## src/verilog/sacc_pkg.sv

```systemverilog
// Shared constants and carrier types for the compare-code converter control block.
package sacc_pkg;
   localparam logic [7:0] PERIPH_ADDR_CODE  = 8'h02;
   localparam logic [7:0] REGFILE_ADDR_SEL  = 8'h21;
   localparam logic [3:0] BUF_HIGH_INDEX    = 4'he;
   localparam logic [3:0] BUF_LOW_INDEX     = 4'hf;
   localparam int         CODE_WIDTH        = 4;
   localparam int         SEL_WIDTH         = 3;
   localparam int         NUM_INPUTS        = 8;
   localparam int         RESULT_BIT_POS    = 0;
   localparam int         SEL_FIELD_LSB     = 1;
   localparam logic [3:0] HIGH_NIBBLE_READ  = 4'h0;
   localparam logic [3:0] CODE_RESET_VALUE  = 4'h0;
   localparam logic [2:0] SEL_RESET_VALUE   = 3'h0;
   localparam int         DOWN_PIN_FIRST    = 1;
   localparam int         DOWN_PIN_LAST     = 4;

   typedef struct packed {
      logic       put_stb;
      logic       get_stb;
      logic [7:0] periph_addr;
      logic [7:0] put_data;
   } sacc_periph_req_t;

   typedef struct packed {
      logic       peek_stb;
      logic       poke_stb;
      logic [7:0] rf_addr;
      logic [3:0] poke_data;
   } sacc_rf_req_t;

   typedef struct packed {
      logic [3:0] code;
      logic [2:0] sel;
      logic       result;
      logic [7:0] get_data;
      logic       get_valid;
      logic [3:0] peek_data;
      logic       peek_valid;
      logic [7:0] pin_mask;
   } sacc_state_t;
endpackage

```

## src/verilog/sacc_pin_share.sv

```systemverilog
// Per-pin sharing logic: masks port reads and releases pull-downs of the selected input.
`timescale 1ns/1ps
`default_nettype none
module sacc_pin_share #(
   parameter int N = 8
) (
   // Selection
   input  wire logic [2:0]   sel,
   // Port side
   input  wire logic [N-1:0] port_raw,
   output logic      [N-1:0] port_masked,
   output logic      [N-1:0] pulldown_en
);
   genvar i;
   generate
      for (i = 0; i < N; i++) begin : g_pin
         logic hit;
         assign hit = (sel == 3'(i));
         assign port_masked[i] = port_raw[i] & ~hit;
         if (i >= sacc_pkg::DOWN_PIN_FIRST && i <= sacc_pkg::DOWN_PIN_LAST) begin : g_pd
            assign pulldown_en[i] = ~hit;
         end else begin : g_nopd
            assign pulldown_en[i] = 1'b0;
         end
      end
   endgenerate
endmodule
`default_nettype wire

```

## src/verilog/sacc_ctrl.sv

```systemverilog
// Top: compare code register, input select and comparator result capture.
`timescale 1ns/1ps
`default_nettype none
// Contract
// Four-bit compare code at peripheral 02H.
// Code selects ladder reference, zero is ground.
// Transfers use buffer high 0EH, low 0FH.
// Read returns code low, high nibble zero.
// Write loads low nibble, ignores high.
// Code undefined at power-on, held otherwise.
// Result is read-only bit 0 at 21H.
// Result one when input at or above.
// Result captured when register word peeked.
// Peek returns select in upper three bits.
// Select field routes one of eight inputs.
// Selected shared pin reads zero on port.
// Selected pull-down pins release their pull-down.
// Software sets group c one as inputs.
// Software runs successive approximation itself.
// Reference routine takes seventeen steps.
// Analogue part replaced by comparator input.
module sacc_ctrl #(
   parameter int NUM_IN = sacc_pkg::NUM_INPUTS
) (
   // Clock and reset
   input  wire logic                     CLK_SYS,
   input  wire logic                     RESET,
   // Peripheral transfer port
   input  wire sacc_pkg::sacc_periph_req_t PERIPH_REQ,
   output logic [7:0]                    GET_DATA,
   output logic                          GET_VALID,
   // Register file port
   input  wire sacc_pkg::sacc_rf_req_t   RF_REQ,
   output logic [3:0]                    PEEK_DATA,
   output logic                          PEEK_VALID,
   // Analogue stand-in
   input  wire logic                     CMP_ABOVE,
   output logic [3:0]                    COMPARE_CODE,
   output logic [2:0]                    INPUT_SELECT,
   // Shared port pins
   input  wire logic [NUM_IN-1:0]        PORT_RAW,
   output logic [NUM_IN-1:0]             PORT_READ,
   output logic [NUM_IN-1:0]             PULLDOWN_EN
);
   sacc_pkg::sacc_state_t s_q;
   sacc_pkg::sacc_state_t s_d;
   logic [NUM_IN-1:0] masked;
   logic [NUM_IN-1:0] pd;
   logic [NUM_IN-1:0] port_q;
   logic [NUM_IN-1:0] pd_q;
   logic              code_hit_put;
   logic              code_hit_get;
   logic              sel_hit_poke;
   logic              sel_hit_peek;

   // Decoded requests, shared by the checks at the bottom of the module.
   assign code_hit_put = PERIPH_REQ.put_stb
                         && (PERIPH_REQ.periph_addr == sacc_pkg::PERIPH_ADDR_CODE);
   assign code_hit_get = PERIPH_REQ.get_stb
                         && (PERIPH_REQ.periph_addr == sacc_pkg::PERIPH_ADDR_CODE);
   assign sel_hit_poke = RF_REQ.poke_stb
                         && (RF_REQ.rf_addr == sacc_pkg::REGFILE_ADDR_SEL);
   assign sel_hit_peek = RF_REQ.peek_stb
                         && (RF_REQ.rf_addr == sacc_pkg::REGFILE_ADDR_SEL);

   // Sharing uses the next select so the registered pins track the field with no lag.
   sacc_pin_share #(.N(NUM_IN)) u_share (
      .sel         (s_d.sel),
      .port_raw    (PORT_RAW),
      .port_masked (masked),
      .pulldown_en (pd)
   );

   always_comb begin
      s_d = s_q;
      s_d.get_valid = 1'b0;
      s_d.peek_valid = 1'b0;
      s_d.pin_mask = '0;
      if (PERIPH_REQ.put_stb && PERIPH_REQ.periph_addr == sacc_pkg::PERIPH_ADDR_CODE) begin
         s_d.code = PERIPH_REQ.put_data[3:0];
      end
      if (PERIPH_REQ.get_stb && PERIPH_REQ.periph_addr == sacc_pkg::PERIPH_ADDR_CODE) begin
         s_d.get_data = {sacc_pkg::HIGH_NIBBLE_READ, s_q.code};
         s_d.get_valid = 1'b1;
      end
      if (RF_REQ.poke_stb && RF_REQ.rf_addr == sacc_pkg::REGFILE_ADDR_SEL) begin
         // The result bit has no write path; only the select field takes poke data.
         s_d.sel = RF_REQ.poke_data[3:1];
      end
      if (RF_REQ.peek_stb && RF_REQ.rf_addr == sacc_pkg::REGFILE_ADDR_SEL) begin
         s_d.result = CMP_ABOVE;
         s_d.peek_data = {s_q.sel, CMP_ABOVE};
         s_d.peek_valid = 1'b1;
      end
   end

   // The code is not cleared by reset: it must survive a chip-enable reset, and its
   // power-on value is free. The select is cleared so the pin masks are known from the first clock edge in reset.
   always_ff @(posedge CLK_SYS or posedge RESET) begin
      if (RESET) begin
         s_q.sel        <= sacc_pkg::SEL_RESET_VALUE;
         s_q.get_valid  <= 1'b0;
         s_q.peek_valid <= 1'b0;
      end else begin
         s_q <= s_d;
      end
   end

   always_ff @(posedge CLK_SYS) begin
      port_q <= masked;
      pd_q   <= pd;
   end

   assign GET_DATA     = s_q.get_data;
   assign GET_VALID    = s_q.get_valid;
   assign PEEK_DATA    = s_q.peek_data;
   assign PEEK_VALID   = s_q.peek_valid;
   assign COMPARE_CODE = s_q.code;
   assign INPUT_SELECT = s_q.sel;
   assign PORT_READ    = port_q;
   assign PULLDOWN_EN  = pd_q;

   AST_GET_HIGH_ZERO: assert property (@(posedge CLK_SYS) disable iff (RESET)
      GET_VALID |-> GET_DATA[7:4] == 4'h0)
      else $error("high nibble not zero on read");
   AST_PUT_LOADS: assert property (@(posedge CLK_SYS) disable iff (RESET)
      (PERIPH_REQ.put_stb && PERIPH_REQ.periph_addr == 8'h02)
      |=> COMPARE_CODE == $past(PERIPH_REQ.put_data[3:0]))
      else $error("compare code not loaded");
   AST_GET_RETURNS: assert property (@(posedge CLK_SYS) disable iff (RESET)
      (PERIPH_REQ.get_stb && !PERIPH_REQ.put_stb && PERIPH_REQ.periph_addr == 8'h02)
      |=> GET_VALID && GET_DATA[3:0] == COMPARE_CODE)
      else $error("read code mismatch");
   AST_HOLD_CODE: assert property (@(posedge CLK_SYS) disable iff (RESET)
      !(PERIPH_REQ.put_stb && PERIPH_REQ.periph_addr == 8'h02) |=> $stable(COMPARE_CODE))
      else $error("code changed without write");
   AST_RESULT_CAPTURE: assert property (@(posedge CLK_SYS) disable iff (RESET)
      (RF_REQ.peek_stb && RF_REQ.rf_addr == 8'h21)
      |=> PEEK_VALID && PEEK_DATA[0] == $past(CMP_ABOVE))
      else $error("result not captured at peek");
   AST_PEEK_SELECT: assert property (@(posedge CLK_SYS) disable iff (RESET)
      (RF_REQ.peek_stb && !RF_REQ.poke_stb && RF_REQ.rf_addr == 8'h21)
      |=> PEEK_DATA[3:1] == INPUT_SELECT)
      else $error("peek select mismatch");
   AST_POKE_SELECT: assert property (@(posedge CLK_SYS) disable iff (RESET)
      (RF_REQ.poke_stb && RF_REQ.rf_addr == 8'h21)
      |=> INPUT_SELECT == $past(RF_REQ.poke_data[3:1]))
      else $error("select not loaded");
   AST_PORT_MASK: assert property (@(posedge CLK_SYS) disable iff (RESET)
      PORT_READ[INPUT_SELECT] == 1'b0)
      else $error("selected pin not masked");
   AST_PULLDOWN: assert property (@(posedge CLK_SYS) disable iff (RESET)
      !PULLDOWN_EN[INPUT_SELECT] && PULLDOWN_EN[0] == 1'b0)
      else $error("pull-down not released");

   // Handshake pulses stand for exactly one cycle.
   AST_GET_PULSE: assert property (@(posedge CLK_SYS) disable iff (RESET)
      !code_hit_get |=> !GET_VALID)
      else $error("read valid without read");

   AST_PEEK_PULSE: assert property (@(posedge CLK_SYS) disable iff (RESET)
      !sel_hit_peek |=> !PEEK_VALID)
      else $error("peek valid without peek");

   AST_GET_OTHER: assert property (@(posedge CLK_SYS) disable iff (RESET)
      (PERIPH_REQ.get_stb && !code_hit_get) |=> !GET_VALID)
      else $error("read answered at foreign address");

   // A read in the same cycle as a write returns the value from before the write.
   AST_GET_OLD_CODE: assert property (@(posedge CLK_SYS) disable iff (RESET)
      code_hit_get |=> GET_DATA[3:0] == $past(COMPARE_CODE))
      else $error("read did not return prior code");

   AST_PEEK_OLD_SEL: assert property (@(posedge CLK_SYS) disable iff (RESET)
      sel_hit_peek |=> PEEK_DATA[3:1] == $past(INPUT_SELECT))
      else $error("peek did not return prior select");

   AST_PUT_OTHER: assert property (@(posedge CLK_SYS) disable iff (RESET)
      (PERIPH_REQ.put_stb && !code_hit_put) |=> $stable(COMPARE_CODE))
      else $error("foreign write changed the code");

   AST_SEL_HOLD: assert property (@(posedge CLK_SYS) disable iff (RESET)
      !sel_hit_poke |=> $stable(INPUT_SELECT))
      else $error("select changed without poke");

   // A poke in the same cycle as a peek must not reach the result bit.
   AST_RESULT_NO_POKE: assert property (@(posedge CLK_SYS) disable iff (RESET)
      (sel_hit_poke && sel_hit_peek) |=> PEEK_DATA[0] == $past(CMP_ABOVE))
      else $error("result bit took poke data");

   AST_RESULT_LEVEL: assert property (@(posedge CLK_SYS) disable iff (RESET)
      (sel_hit_peek && CMP_ABOVE) |=> PEEK_DATA[0])
      else $error("result low with input above");

   // Unselected pins pass their raw level through with one cycle of delay.
   AST_PORT_PASS_LOW: assert property (@(posedge CLK_SYS) disable iff (RESET)
      INPUT_SELECT != 3'h0 |-> PORT_READ[0] == $past(PORT_RAW[0]))
      else $error("unselected low pin altered");

   AST_PORT_PASS_HIGH: assert property (@(posedge CLK_SYS) disable iff (RESET)
      INPUT_SELECT != 3'(NUM_IN - 1) |-> PORT_READ[NUM_IN-1] == $past(PORT_RAW[NUM_IN-1]))
      else $error("unselected high pin altered");

   AST_PD_FIRST_HELD: assert property (@(posedge CLK_SYS) disable iff (RESET)
      INPUT_SELECT != 3'(sacc_pkg::DOWN_PIN_FIRST) |-> PULLDOWN_EN[sacc_pkg::DOWN_PIN_FIRST])
      else $error("first pull-down dropped while unselected");

   AST_PD_LAST_HELD: assert property (@(posedge CLK_SYS) disable iff (RESET)
      INPUT_SELECT != 3'(sacc_pkg::DOWN_PIN_LAST) |-> PULLDOWN_EN[sacc_pkg::DOWN_PIN_LAST])
      else $error("last pull-down dropped while unselected");

   AST_PD_NONE_ABOVE: assert property (@(posedge CLK_SYS) disable iff (RESET)
      PULLDOWN_EN[NUM_IN-1:sacc_pkg::DOWN_PIN_LAST+1] == '0)
      else $error("pull-down on pin without resistor");

endmodule
`default_nettype wire

```

## config.mk

```make
export PLATFORM = sky130hd
export DESIGN_NAME = sacc_ctrl
export DESIGN_NICKNAME = d
export VERILOG_FILES = /design/src/verilog/sacc_pkg.sv /design/src/verilog/sacc_pin_share.sv /design/src/verilog/sacc_ctrl.sv
export SDC_FILE = /design/constraint.sdc
export NUM_CORES = 1
export LEC_CHECK = 0
export ABC_CLOCK_PERIOD_IN_PS = 1700
export BUFFER_PORTS_ARGS = -buffer_cell sky130_fd_sc_hd__clkbuf_2
export CAP_MARGIN = 20
export CORE_ASPECT_RATIO = 1.5
export CORE_MARGIN = 5
export CORE_UTILIZATION = 44
export CTS_BUF_LIST = sky130_fd_sc_hd__clkbuf_8 sky130_fd_sc_hd__clkbuf_16
export DETAILED_ROUTE_END_ITERATION = 8
export PLACE_DENSITY = 0.84
export SLEW_MARGIN = 20
export SYNTH_ARGS = -nofsm -noshare
export SYNTH_HDL_FRONTEND = slang
export SYNTH_SLANG_ARGS = --single-unit
```

## constraint.sdc

```tcl
create_clock -name CLK_SYS -period 1.7 [get_ports CLK_SYS]
set_input_delay 0.255 -clock CLK_SYS [delete_from_list [all_inputs] [get_ports CLK_SYS]]
set_output_delay 0.255 -clock CLK_SYS [all_outputs]
set_load 0.01 [all_outputs]
```

==> metrics.txt <==
Final nets=between 200 and 250; slowest stage delay, CP=0.64 ns; internal power=1.083 mW; Clk pwr share=a little over a third; status=completed; PwrDens=about 840 nW/um2; Logic pwr share=between 10% and 20%; Crit path max-delay family=simple AND/OR/NAND/NOR gates; antenna viol nets, final=0; # port buffers=66; CTS Buf Count=5; final wirelength=2945 um; largest net degree at the start of global routing=10; Die Y-Extent=around 74 um; hold_sp=CMP_ABOVE; WL/cell=about 14 um; clk buf depth=2; Fmax=between 600 and 700 MHz; I/O pins=80; CP required=roughly 1.8 ns; GPL Wtd Cong=about 0.85; Reg power frac=a little over half; CTS root buffer=clkbuf_8; Sink Count=29; DP Wirelength=2423 um; CTS clk-pin slew, worst paths=approximately 0.060 ns; Tcrit/Tclk final=between 80 and 90%; Peak VDD IR=~0.57 mV; CP startpoint kind=primary input; FF-to-FF Start=INPUT_SELECT[1]; sequential area share after synthesis=60.04%; worst-skew pair later-pin latency=about 0.27 ns; top cells by count, synth=dfxtp_1 (12), edfxtp_1 (12), buf_4 (8); RSZ-0062 raised after global routing=false; Crit Path Max Fanout=6; via count=a little over 1000; Tot Pwr=1.397 mW; Post-Syn Instances=98; die area=between 3000 and 4000 um2; clk_skew=between 0.006 and 0.007 ns; die width=~53 um; largest cells by area after synthesis=edfxtp_1 (30%), dfxtp_1 (20%), dfrtp_1 (10%); Final Util=around 63%; grt ovf=0; Hold Fails Final Rpt=0; Synth Cell Area=1209 um2; initial antenna violation count=0; first-pass GRT wire length=between 4000 and 5000 um; Leakage=about 0.8 nW; fin crit period=about 1.5 ns; Buffers & Inverters on Critical Path=1; max cap viols=0; max-slew violations=0; CP cell instances=clkbuf_2 > or4b_1 > o31ai_1 > o21ai_0; Core Area=about 2600 um2; layout cells sized above 1=46.82%; library cells used by synthesis=35; crit path DAT=about 1.6 ns; CTS HTree Levels=2; Layout area overhead=36.96%; Yosys top cell area share=a little under 30%; Async S/R FF share, synth=17.24%; syn_area_per_cell=about 12 um2; Hold Path Class=primary input to register; dpl cell area=1565 um2; slew of the pin with the lowest slew margin=0.5541 ns; residual DRC count=0; yosys warns=0; Synth Flop Type=edfxtp_1; n_diodes=0; DR pass1 iterations=4; final setup fails=0; cells resized by post-CTS repair=0; TritonCTS clock tree=yes; Setup crit end kind=register; Switching Fraction=22.52%; post-synthesis sequential element count=29; Max stage delay cell, worst path=or4b_1; P_sw=0.3148 mW; Initial Utilization=~46%; Initial DRC Count=23; vias in the first global route=1085; largest area contributor in the netlist=edfxtp_1; gr usage total=between 10% and 20%; vias per cell=between 4 and 5; fin area=1655 um2; CP Class=primary input to register; site row count=23; Slew Limit Headroom=between 60% and 70%; critical path launch point=RF_REQ[7]; EDFF count, synth=12
## area by class of cell
type / instances / area, um2
clock inverter: 3 / 11.26
multi-input combinational: 60 / 417.9
sequential: 29 / 725.7
clock buffer: 5 / 68.82
tap: 37 / 46.29
fill: 246 / 992.2
inverter: 6 / 22.52
timing repair buffer: 70 / 362.8
## worst paths after layout
check / end / slack, ns / cells past startpoint
setup / recovery: INPUT_SELECT[2] / 0.21 / 4
hold / removal: PEEK_DATA[0] / 0.16 / 1
setup reg to reg: PORT_READ[3] / 0.45 / 3
hold reg to reg: GET_DATA[3] / 0.45 / 0
max in group asynchronous: INPUT_SELECT[2] / 1.06 / 3
min in group asynchronous: INPUT_SELECT[1] / 0.46 / 3
## per-layer routing
layer | vias to the layer above | global-route usage (%) | part of all wire [%]
li1 | 496 | - | -
met1 | 481 | 15.42 | 33
met2 | 41 | 30.25 | 58
met3 | 11 | 3.808 | 5.5
met4 | 0 | 12.50 | 3.5
met5 | - | 0 | 0
## worst reg2reg max path: cells and delay by family (launching register included)
kind,cells,cell delay [ns]
compound gates,1,0.32
simple gates,2,0.33
flops,1,0.48
## what timing repair did
item,4_1_cts,5_1_grt
hold endpoints to repair,5,0
hold buffers,1,0
buffers inserted,0,0
## cell usage in the layout, fill, tap and decap left out
cell type      count
nand4_1            2
nor4_1             3
nor4b_1            1
and3_1             1
nand3_1            2
clkbuf_2          66
a211oi_2           1
a21oi_1            1
clkinv_1           1
and2_1             2
nor4b_2            2
mux2_2             2
nand4b_1           1
dfrtp_1            5
o221a_2            2
nor2_1             4
o311a_1            2
o31ai_1            4
nor3_1             1
dlygate4sd3_1      1
conb_1             8
a31oi_1            1
mux2i_1            1
nand3b_1           1
and3b_1            2
a311oi_1           2
or4b_1             2
nor2b_1            5
nand2_1            3
buf_4              3
edfxtp_1          12
inv_1              8
nor3b_1            2
dfxtp_1           12
clkbuf_8           5
nand2b_1           1
o21ai_0            1
## power groups by stage
stage / clock network [mW] / logic, mW / registers [mW]
floorplan: 0 / 0.0643 / 0.775
global placement: 0 / 0.135 / 0.767
detailed placement: 0 / 0.139 / 0.767
CTS: 0.520 / 0.141 / 0.753
global route: 0.556 / 0.155 / 0.756
finish: 0.503 / 0.141 / 0.753
## flip-flops by register name (all words and copies together) (netlist names)
name,count
PORT_READ,8
COMPARE_CODE,4
GET_DATA,4
PEEK_DATA,4
PULLDOWN_EN,4
INPUT_SELECT,3
GET_VALID,1
PEEK_VALID,1
## kinds of logic after synthesis
kind of cell / count (synthesis) / synth area share (%)
buffers and inverters: 16 / 7.556
and+or+nand+nor: 35 / 19.57
DFF: 29 / 60.04
muxes: 3 / 2.691
other: 1 / 0.3103
AOI/OAI and AO/OA: 14 / 9.834
## metrics by stage
step	setup WS, ns	setup TNS (ns)	std cells	hold slack (ns)
2_1_floorplan	0.2004	0	105	0.03863
5_1_grt	0.1676	0	210	0.1469
3_3_place_gp	-0.01070	-0.02440	201	0.1728
4_1_cts	0.2208	0	210	0.1493
6_report	0.2127	0	210	0.1593
3_5_place_dp	-0.06215	-0.1453	201	0.1802
(Power assumes the default switching activity.)
